==> src/hw/pcc_map.vh <==
// pcc_map.vh: register offsets, fields, reset values and timing counts for the
// pll clock configuration block; assumes a 16-bit register word, 16-bit address
`ifndef PCC_MAP_VH
`define PCC_MAP_VH

`define PCC_ADDR_W          16
`define PCC_DATA_W          16
`define PCC_FBMUL_ADDR      16'hf000
`define PCC_PRESC_ADDR      16'hf001
`define PCC_SRC_ADDR        16'hf002
`define PCC_ENABLE_ADDR     16'hf003
`define PCC_LOCK_ADDR       16'hf004
`define PCC_CLKOUT_ADDR     16'hf005
`define PCC_FBMUL_RST       16'h0060
`define PCC_PRESC_RST       16'h0000
`define PCC_SRC_RST         16'h0000
`define PCC_CLKOUT_RST      16'h0000
`define PCC_FBMUL_MSB       6
`define PCC_PRESC_MSB       1
`define PCC_CLKOUT_MSB      2
`define PCC_SRC_BIT         0
`define PCC_ENABLE_BIT      0
`define PCC_LOCK_BIT        0
`define PCC_PRESC_DIV1      2'h0
`define PCC_PRESC_DIV2      2'h1
`define PCC_PRESC_DIV4      2'h2
`define PCC_PRESC_DIV8      2'h3
`define PCC_LOCK_TIME_NS    1000
`define PCC_CLK_PERIOD_NS   10
`define PCC_LOCK_CYCLES     ((`PCC_LOCK_TIME_NS + `PCC_CLK_PERIOD_NS - 1) / `PCC_CLK_PERIOD_NS)
`define PCC_FBMUL_MIN       7'h01

`endif

==> src/hw/pcc_prescaler.v <==
// pcc_prescaler.v: divides the master clock by 1, 2, 4 or 8 as a one-cycle enable
// assumes the master clock pin is sampled synchronously on mclk_in
`timescale 1ns/1ps
`include "pcc_map.vh"

module pcc_prescaler
(
    input  wire       mclk_in,
    input  wire       rst_n_in,
    input  wire       run_in,
    input  wire [1:0] div_sel_in,
    output wire       tick_out
);
    reg  [2:0] count_r;
    wire [2:0] last;

    function [2:0] pcc_div_last;
        input [1:0] code;
        begin
            case (code)
                `PCC_PRESC_DIV1: pcc_div_last = 3'h0;
                `PCC_PRESC_DIV2: pcc_div_last = 3'h1;
                `PCC_PRESC_DIV4: pcc_div_last = 3'h3;
                default:         pcc_div_last = 3'h7;
            endcase
        end
    endfunction

    assign last     = pcc_div_last(div_sel_in);
    // count holds between pin edges; >= recovers if the code shrinks mid count
    assign tick_out = run_in && (count_r >= last);

    always @(posedge mclk_in or negedge rst_n_in)
    begin
        if (!rst_n_in)
            count_r <= 3'h0;
        else if (run_in)
            count_r <= (count_r >= last) ? 3'h0 : count_r + 3'h1;
    end
endmodule // pcc_prescaler

==> src/hw/pcc_clock_config.v <==
// pcc_clock_config.v: pll configuration registers, enable-edge activation,
// prescaler, multiplier model, source select and lock flag.
// assumes a simple synchronous register port: one-cycle write/read strobes.
// Functional notes
// feedback multiplier is bits [6:0], resets to 96.
// multiplier code is an unsigned integer equal to the factor.
// pll rate is prescaled input times multiplier; it clocks the core.
// written settings act only when enable bit goes from 0 to 1.
// prescale code 00/01/10/11 divides master clock by 1/2/4/8; resets 00.
// software picks the prescale bringing the pll input near nominal.
// source bit 0 picks master pin, 1 picks pll output; resets 0.
// default setup gives nominal pll output rate.
// software should nearly always pick the pll output.
// enable low: no pll output, no lock attempt.
// enable rising also loads the clock output control register.
// lock flag reads 1 only when enabled, configured, fed and settled.
// configuration registers read back the last written value.
// reserved upper bits reset to zero and do nothing.
`timescale 1ns/1ps
`include "pcc_map.vh"

module pcc_clock_config
(
    input  wire                   mclk_in,
    input  wire                   rst_n_in,
    input  wire                   master_clock_pin_in,
    input  wire                   pll_ref_stable_in,
    input  wire [`PCC_ADDR_W-1:0] reg_addr_in,
    input  wire [`PCC_DATA_W-1:0] reg_wdata_in,
    input  wire                   reg_wr_in,
    input  wire                   reg_rd_in,
    output reg  [`PCC_DATA_W-1:0] reg_rdata_out,
    output reg                    reg_rvalid_out,
    output reg  [6:0]             active_multiplier_out,
    output reg  [1:0]             active_prescale_out,
    output reg                    active_source_out,
    output reg  [2:0]             active_clkout_out,
    output wire                   pll_ref_tick_out,
    output wire                   pll_running_out,
    output wire                   sys_clk_tick_out,
    output wire                   pll_locked_out
);
    localparam [1:0] ST_OFF    = 2'h0;
    localparam [1:0] ST_SETTLE = 2'h1;
    localparam [1:0] ST_LOCKED = 2'h2;
    localparam integer LOCK_CYCLES = `PCC_LOCK_CYCLES;
    localparam [15:0]  LOCK_CNT    = LOCK_CYCLES[15:0];
    localparam [15:0]  FBMUL_RST   = `PCC_FBMUL_RST;

    reg  [`PCC_DATA_W-1:0] feedback_multiplier_r;
    reg  [`PCC_DATA_W-1:0] input_prescaler_r;
    reg  [`PCC_DATA_W-1:0] source_select_r;
    reg  [`PCC_DATA_W-1:0] clkout_ctrl_r;
    reg                    pll_enable_r;
    reg  [1:0]             state_r;
    reg  [1:0]             state_nxt;
    reg  [15:0]            settle_r;
    reg  [6:0]             fb_count_r;
    reg                    pin_q_r;
    wire                   enable_rise;
    wire                   wr_enable;
    wire                   ref_tick;
    wire                   pin_edge;
    wire                   config_ok;

    function sel;
        input [`PCC_ADDR_W-1:0] a;
        input [`PCC_ADDR_W-1:0] b;
        begin
            sel = (a == b);
        end
    endfunction

    assign wr_enable   = reg_wr_in && sel(reg_addr_in, `PCC_ENABLE_ADDR);
    assign enable_rise = wr_enable && !pll_enable_r && reg_wdata_in[`PCC_ENABLE_BIT];

    // register writes; config registers store all bits so reads return the written word, enable stores only bit 0
    always @(posedge mclk_in or negedge rst_n_in)
    begin
        if (!rst_n_in)
        begin
            feedback_multiplier_r <= `PCC_FBMUL_RST;
            input_prescaler_r     <= `PCC_PRESC_RST;
            source_select_r       <= `PCC_SRC_RST;
            clkout_ctrl_r         <= `PCC_CLKOUT_RST;
            pll_enable_r          <= 1'b0;
        end
        else if (reg_wr_in)
        begin
            if (sel(reg_addr_in, `PCC_FBMUL_ADDR))
                feedback_multiplier_r <= reg_wdata_in;
            if (sel(reg_addr_in, `PCC_PRESC_ADDR))
                input_prescaler_r <= reg_wdata_in;
            if (sel(reg_addr_in, `PCC_SRC_ADDR))
                source_select_r <= reg_wdata_in;
            if (sel(reg_addr_in, `PCC_CLKOUT_ADDR))
                clkout_ctrl_r <= reg_wdata_in;
            if (wr_enable)
                pll_enable_r <= reg_wdata_in[`PCC_ENABLE_BIT];
        end
    end

    // active settings copy only the documented field bits on enable rise
    always @(posedge mclk_in or negedge rst_n_in)
    begin
        if (!rst_n_in)
        begin
            active_multiplier_out <= FBMUL_RST[`PCC_FBMUL_MSB:0];
            active_prescale_out   <= `PCC_PRESC_DIV1;
            active_source_out     <= 1'b0;
            active_clkout_out     <= 3'h0;
        end
        else if (enable_rise)
        begin
            active_multiplier_out <= feedback_multiplier_r[`PCC_FBMUL_MSB:0];
            active_prescale_out   <= input_prescaler_r[`PCC_PRESC_MSB:0];
            active_source_out     <= source_select_r[`PCC_SRC_BIT];
            active_clkout_out     <= clkout_ctrl_r[`PCC_CLKOUT_MSB:0];
        end
    end

    // master pin rising edge, then prescaled reference tick
    always @(posedge mclk_in or negedge rst_n_in)
    begin
        if (!rst_n_in)
            pin_q_r <= 1'b0;
        else
            pin_q_r <= master_clock_pin_in;
    end
    assign pin_edge = master_clock_pin_in && !pin_q_r;

    pcc_prescaler u_prescaler
    (
        .mclk_in    (mclk_in),
        .rst_n_in   (rst_n_in),
        .run_in     (pin_edge && pll_enable_r),
        .div_sel_in (active_prescale_out),
        .tick_out   (ref_tick)
    );
    assign pll_ref_tick_out = ref_tick;

    assign config_ok = (active_multiplier_out >= `PCC_FBMUL_MIN);

    // lock sequencer: no attempt while disabled
    always @*
    begin
        state_nxt = state_r;
        case (state_r)
            ST_OFF:
                if (pll_enable_r && config_ok && pll_ref_stable_in)
                    state_nxt = ST_SETTLE;
            ST_SETTLE:
                if (!pll_enable_r || !pll_ref_stable_in)
                    state_nxt = ST_OFF;
                else if (settle_r == LOCK_CNT - 16'h0001)
                    state_nxt = ST_LOCKED;
            ST_LOCKED:
                if (!pll_enable_r || !pll_ref_stable_in || !config_ok)
                    state_nxt = ST_OFF;
            default:
                state_nxt = ST_OFF;
        endcase
    end

    always @(posedge mclk_in or negedge rst_n_in)
    begin
        if (!rst_n_in)
        begin
            state_r  <= ST_OFF;
            settle_r <= 16'h0000;
        end
        else
        begin
            state_r  <= (enable_rise) ? ST_OFF : state_nxt;
            settle_r <= (state_r == ST_SETTLE) ? settle_r + 16'h0001 : 16'h0000;
        end
    end

    // gated by the enable bit so lock and pll ticks drop in the cycle of disable
    assign pll_locked_out  = (state_r == ST_LOCKED) && pll_enable_r;
    assign pll_running_out = pll_enable_r;

    // multiplier model: each reference tick loads the active factor, which then counts down to zero
    always @(posedge mclk_in or negedge rst_n_in)
    begin
        if (!rst_n_in)
            fb_count_r <= 7'h00;
        else if (!pll_enable_r)
            fb_count_r <= 7'h00;
        else if (ref_tick)
            fb_count_r <= active_multiplier_out;
        else if (fb_count_r != 7'h00)
            fb_count_r <= fb_count_r - 7'h01;
    end

    // system clock tick: pin edge, or pll output gated when pll is off
    assign sys_clk_tick_out = active_source_out
                            ? (pll_locked_out && fb_count_r != 7'h00)
                            : pin_edge;

    // register reads, one cycle latency
    always @(posedge mclk_in or negedge rst_n_in)
    begin
        if (!rst_n_in)
        begin
            reg_rdata_out  <= 16'h0000;
            reg_rvalid_out <= 1'b0;
        end
        else
        begin
            reg_rvalid_out <= reg_rd_in;
            if (reg_rd_in)
            begin
                case (reg_addr_in)
                    `PCC_FBMUL_ADDR:  reg_rdata_out <= feedback_multiplier_r;
                    `PCC_PRESC_ADDR:  reg_rdata_out <= input_prescaler_r;
                    `PCC_SRC_ADDR:    reg_rdata_out <= source_select_r;
                    `PCC_ENABLE_ADDR: reg_rdata_out <= {15'h0000, pll_enable_r};
                    `PCC_LOCK_ADDR:   reg_rdata_out <= {15'h0000, pll_locked_out};
                    `PCC_CLKOUT_ADDR: reg_rdata_out <= clkout_ctrl_r;
                    default:          reg_rdata_out <= 16'h0000;
                endcase
            end
        end
    end
endmodule // pcc_clock_config

==> config.mk <==
export PLATFORM = sky130hd
export DESIGN_NAME = pcc_clock_config
export DESIGN_NICKNAME = d
export VERILOG_FILES = /design/src/hw/pcc_prescaler.v /design/src/hw/pcc_clock_config.v
export VERILOG_INCLUDE_DIRS = /design/src /design/src/hw
export SDC_FILE = /design/constraint.sdc
export NUM_CORES = 1
export LEC_CHECK = 0
export BUFFER_PORTS_ARGS = -buffer_cell sky130_fd_sc_hd__buf_2
export CORE_ASPECT_RATIO = 1.75
export CORE_UTILIZATION = 41
export DETAILED_ROUTE_END_ITERATION = 10
export GPL_TIMING_DRIVEN = 0
export PLACE_DENSITY_LB_ADDON = 0.2
export SLEW_MARGIN = 20
export SYNTH_ARGS = -nofsm -noshare
export SYNTH_HDL_FRONTEND = slang
export SYNTH_SLANG_ARGS = --single-unit
==> constraint.sdc <==
create_clock -name mclk_in -period 2.9 [get_ports mclk_in]
set_clock_uncertainty 0.1 [all_clocks]
set_input_delay 0.29 -clock mclk_in [delete_from_list [all_inputs] [get_ports mclk_in]]
set_output_delay 0.29 -clock mclk_in [all_outputs]
set_load 0.01 [all_outputs]
; ---- Word level (Yosys, flattened, before mapping)
; Index checks and enable logic that the tools add are counted.
[word_totals]
ff_bits = 124
latch_bits = 0
mem_bits_rw = 0
mem_bits_ro = 0
inputBits = 38
output_inout_bits = 34
elab_cells = 75
mem_count = 0
[classes]
addsub = 3
multipliers = 0
n_div = 0
order_cmp = 2
eq_ne = 15
shift = 0
muxes = 14
bitwise_logic = 0
reduce_logical = 25
[op_table]
columns = operator, n
row1 = == test 16 bit (second input constant), 6
row2 = case mux 16 bit (6 select lines), 1
row3 = 2-to-1 mux 7 bit, 3
row4 = adder 16 x 1 -> 16 bit (second input constant), 1
row5 = == test 16 x 7 -> 1 bit (second input constant), 1
row6 = 2-to-1 mux 16 bit, 1
row7 = logical AND 1 bit, 10
row8 = 2-to-1 mux 2 bit, 5
row9 = AND reduction 2 bit, 5
row10 = case mux 3 bit (3 select lines), 1
row11 = >= comparator 7 x 1 -> 1 bit (second input constant), 1
row12 = nonzero test 7 bit, 1
row13 = subtractor 7 x 1 -> 7 bit (second input constant), 1
row14 = != test 3 bit (second input constant), 2
row15 = case mux 2 bit (3 select lines), 1
row16 = == test 2 x 1 -> 1 bit (second input constant), 2
row17 = == test 2 bit (second input constant), 2
row18 = logical NOT 1 bit, 4
row19 = logical NOT 2 bit, 2
row20 = != test 4 bit (second input constant), 1
row21 = adder 3 x 1 -> 3 bit (second input constant), 1
row22 = >= comparator 3 bit, 1
row23 = 2-to-1 mux 3 bit, 1
row24 = != test 3 x 2 -> 1 bit (second input constant), 1
row25 = other kinds (3), 4

; ---- Depth between registers and ports, before layout
[depth]
ltp_word = 6
depth_mapped = 7
ltp_nobuf = 7

; ---- Hierarchy
; Synthesis repeated with hierarchy kept, for this count alone.
[unflattened]
hier_cells = 468
area_unflattened_um2 = 5786.8
[modules_own_cells]
columns = module, n_inst, cells_per_inst, area_per_inst_um2, seq_area_each_um2
row1 = pcc_clock_config, 1, 443, 5564.1, 3032.9
row2 = pcc_prescaler, 1, 25, 222.7, 75.1

; ---- Worst setup path before layout
; Ideal clock, no wire load.
[synth_timing]
path_kind = register -> register
startpoint = reg active_prescale_out[0]
endpoint = reg fb_count_r[6]
setup_time_ns = 0.123
arrival_ns = 1.824
required_ns = 2.677
slack_ns = 0.853
stages_incl_launch_ff = 7
n_path_buf = 0
synth_period_minus_slack_ns = 2.047
path_cell_list = dfrtp_1 -> or2_2 -> ha_1 -> nand2b_1 -> a31o_2 -> a22o_1 -> o221a_2
[synth_via]
elab_chain_cells = 6
word_cells_on_any_way = 9
classes_between = order compare: 1 / eq/ne: 3 / mux: 3 / reduce/logical: 2
[synth_lines]
columns = element, line
row1 = "start, declared", pcc_clock_config.v:35  ; output reg [1:0] active_prescale_out,
row2 = "start signal, assigned", pcc_clock_config.v:109  ; active_prescale_out <= `PCC_PRESC_DIV1;
row3 = "start signal, assigned", pcc_clock_config.v:116  ; active_prescale_out <= input_prescaler_r[`PCC_PRESC_MSB:0];
row4 = == test 2 bit (tied with other cells), pcc_prescaler.v:20  ; case (code)
row5 = case mux 3 bit (3 select lines) *, pcc_prescaler.v:20
row6 = >= comparator 3 bit *, pcc_prescaler.v:31  ; assign tick_out = run_in && (count_r >= last);
row7 = logical AND 1 bit *, pcc_prescaler.v:31
row8 = 2-to-1 mux 7 bit, pcc_clock_config.v:190  ; else if (ref_tick)
row9 = 2-to-1 mux 7 bit, pcc_clock_config.v:188  ; else if (!pll_enable_r)
row10 = "end signal, assigned", pcc_clock_config.v:191  ; fb_count_r <= active_multiplier_out;
row11 = "end signal, assigned", pcc_clock_config.v:193  ; fb_count_r <= fb_count_r - 7'h01;
row12 = "end, declared", pcc_clock_config.v:58  ; reg [6:0] fb_count_r;
; Every way passes the cells marked *; elsewhere a longest branch is shown, timed or not.
; A chain may end at the register's enable or synchronous reset.

; ---- Final worst setup path
[layout_timing]
startpoint = reg active_prescale_out[1]
endpoint = out pll_ref_tick_out
[layout_via]
elab_chain_cells = 4
word_cells_on_any_way = 6
classes_between = order compare: 1 / eq/ne: 2 / mux: 1 / reduce/logical: 2
[layout_lines]
columns = element, line
row1 = == test 2 bit (tied with other cells), pcc_prescaler.v:20
row2 = case mux 3 bit (3 select lines) *, pcc_prescaler.v:20
row3 = >= comparator 3 bit *, pcc_prescaler.v:31
row4 = logical AND 1 bit *, pcc_prescaler.v:31
row5 = "end, declared", pcc_clock_config.v:38  ; output wire pll_ref_tick_out,
; Marks and branches as above.

==> flow_metrics.tcl <==
set metrics [dict create \
    fin_crit_sh_pct 91.8 \
    start_util_pct 42.0 \
    h-tree-depth 4 \
    area_growth_pct 22.1 \
    grt_first_pass_wirelength_um 22100 \
    dieWidth_um 92.0 \
    rsz0062_at_grt "no" \
    dr.pass1.iters 4 \
    globalplace.congestion 0.785 \
    ant_nets 0 \
    worstSetupStartpoint "active_prescale_out[1]" \
    async_reset_ff_share_pct 100 \
    grt_util_all_layers_pct 19.8 \
    grt_pass1_vias 4234 \
    antenna_found_initial 0 \
    leakage_nw 3.38 \
    io_buffers 69 \
    path_class "reg -> out" \
    ys_seq_area_share_pct 53.5 \
    cts_tree "yes" \
    dp_slack_ns 0.250 \
    synthesis.nets 500 \
    remaining_drc_errors 0 \
    first_iter_violations 138 \
    worstPathRequired_ns 2.51 \
    synth_edf_count 0 \
    tns_ns 0 \
    cp_max_fo 7 \
    power_density_nw_per_um2 591 \
    cp-end-kind "output port" \
    dp_hpwl_um 9700 \
    max_freq_mhz 376 \
    grt_start_max_net_pins 74 \
    most-common-layout-cells "120 x dfrtp_1, 71 x buf_2, 67 x mux2_2" \
    report.final.slew_viol_count 0 \
    yosys.area.top_type_share_pct 51.7 \
    vias 3997 \
    cts_made_buffers 17 \
    layout_commonest_cell "dfrtp_1" \
    fin_ws_ns 0.239 \
    io-pin-count 72 \
    dieArea_um2 14700 \
    status "finished clean" \
    clkLatencyLatePin_ns 0.41 \
    wirelength_um 13400 \
    die_h_um 159 \
    ir_drop_mv 0.400 \
    multi_input_area_um2 2540 \
    cts_setup_buffers 0 \
    syn_avg_cell_area_um2 12.8 \
    hold_viol 0 \
    reg2reg_from "pll_running_out" \
    clockBufferDepth 2 \
    min_period_ns 2.66 \
    clockRootBuffer "clkbuf_16" \
    ys_seq_elements 124 \
    tightest_slew_ns 0.876 \
    yosys_warnings 0 \
    drt-wirelength-per-cell_um 18.2 \
    nFillCells 1244 \
    core_region_area_um2 13800 \
    synth.distinct_cells 49 \
    max_cap_viol_count 0 \
    layout-drive-gt1-share_pct 36.3 \
    cts.sinks 124 \
    startpoint_type "register" \
    nNetsFinal 592 \
    synth_area_leaders "dfrtp_1 52%, mux2_2 13%, mux2i_1 5.3%, mux2_4 2.8%, o2bb2ai_1 2.7%" \
    rows 57 \
    vias_per_cell 5.42 \
    worst_hold_path_type "in -> reg" \
    min_from "reg_wdata_in[10]" \
    synth_ff_type "dfrtp_1" \
    synthCells 455 \
    max-slew-margin-rel_pct 41.6 \
    clk_pin_slew_ns 0.06 \
    ff_latch_area_um2 3110 \
    yosys.area.top_type "dfrtp_1" \
    utilization_pct 51.3 \
    n_antenna_cell 0 \
    finalSetupViolCount 0 \
    synth_area_um2 5810 \
    grt_overflow 0 \
    cp_data_arrival_time_ns 2.27 \
]
-- Yosys cell counts, types with 6 or more instances --
| master | count |
|---|---|
| dfrtp_1 | 120 |
| mux2_2 | 67 |
| mux2i_1 | 31 |
| nor2_1 | 20 |
| o2bb2ai_1 | 18 |
| nand2_1 | 17 |
| nand3_1 | 17 |
| o22a_1 | 15 |
| inv_1 | 12 |
| mux2_4 | 11 |
| o21ai_0 | 10 |
| clkbuf_1 | 9 |
| xnor2_1 | 9 |
| ha_1 | 7 |
| o31ai_1 | 7 |
| xor2_1 | 7 |
| a21oi_1 | 6 |
| nand4_1 | 6 |
| nor3_1 | 6 |
-- logic make-up (layout without fill, tap and decap cells) --
| kind of cell | Yosys count | in the layout | share of synthesized area (%) |
|---|---|---|---|
| compound gates | 66 | 66 | 8.70 |
| xor+xnor | 16 | 16 | 2.41 |
| fa+ha+maj | 7 | 7 | 1.51 |
| buf+inv | 32 | 137 | 2.71 |
| flops | 124 | 124 | 53.5 |
| mux | 109 | 109 | 21.2 |
| simple gates | 101 | 101 | 9.97 |
-- path summary, 6_finish.rpt --
| path | end | depth (start not counted) | slack (ns) |
|---|---|---|---|
| max | pll_ref_tick_out | 7 | 0.24 |
| max reg2reg | active_multiplier_out[1] | 4 | 0.72 |
| max in group asynchronous | feedback_multiplier_r[5] | 3 | 1.58 |
| min in group asynchronous | settle_r[9] | 2 | 0.36 |
| min | input_prescaler_r[10] | 2 | 0.05 |
| min reg2reg | reg_rdata_out[8] | 1 | 0.38 |
-- report_power, final --
part / internal [mW] / switching [mW] / total (mW) / leakage (nW)
Clock: 1.57 / 0.768 / 2.33 / 0.305
Sequential: 1.73 / 0.000431 / 1.73 / 1.71
Combinational: 0.0411 / 0.0849 / 0.126 / 1.36
-- sequential cells by signal, summed over array words and instances, names as in the netlist --
register / count
state_r: 2
settle_r: 16
reg_rdata_out: 16
pin_q_r: 1
source_select_r: 16
active_prescale_out: 2
u_prescaler.count_r: 3
active_clkout_out: 3
active_multiplier_out: 7
active_source_out: 1
pll_running_out: 1
input_prescaler_r: 16
reg_rvalid_out: 1
feedback_multiplier_r: 16
fb_count_r: 7
clkout_ctrl_r: 16
-- through the flow --
step	area, um^2	std cells	power [mW]	hold WS [ns]
5_1_grt	7090	737	4.31	0.0468
6_report	7090	737	4.19	0.0466
3_3_place_gp	6370	701	1.88	0.316
3_5_place_dp	6410	702	1.89	0.263
2_1_floorplan	5810	455	1.80	-0.106
4_1_cts	7090	737	4.23	0.0384
-- cell type report --
| class | count | area share [%] |
|---|---|---|
| timing repair buffer | 73 | 5.77 |
| sequential | 124 | 43.8 |
| multi-input combinational | 299 | 35.9 |
| clock inverter | 11 | 2.68 |
| tap | 177 | 3.12 |
| inverter | 12 | 0.635 |
| clock buffer | 21 | 6.49 |
| buffer | 20 | 1.59 |
-- metal layers --
layer  up-vias  global-route usage, %  wire [um]
met1      2024                   21.3       5140
met3        24                   4.49        453
met2        81                   36.2       7510
li1       1868                      -          -
met5         -                      0          0
met4         0                   8.59        295
-- critical path: stages, from the launching register on --
cell,delay [ns]
dfrtp_1,0.43
or2_2,0.29
ha_1,0.26
nand2b_1,0.17
a31o_2,0.31
nand2_1,0.13
inv_1,0.11
buf_2,0.16
-- what timing repair did --
item                                   in CTS  in global routing
setup endpoints to repair                   0                  1
resized for setup                           0                  1
endpoints found under the hold margin      74                  0
hold buffers                                3                  0
Power figures use the tool's default switching activity.
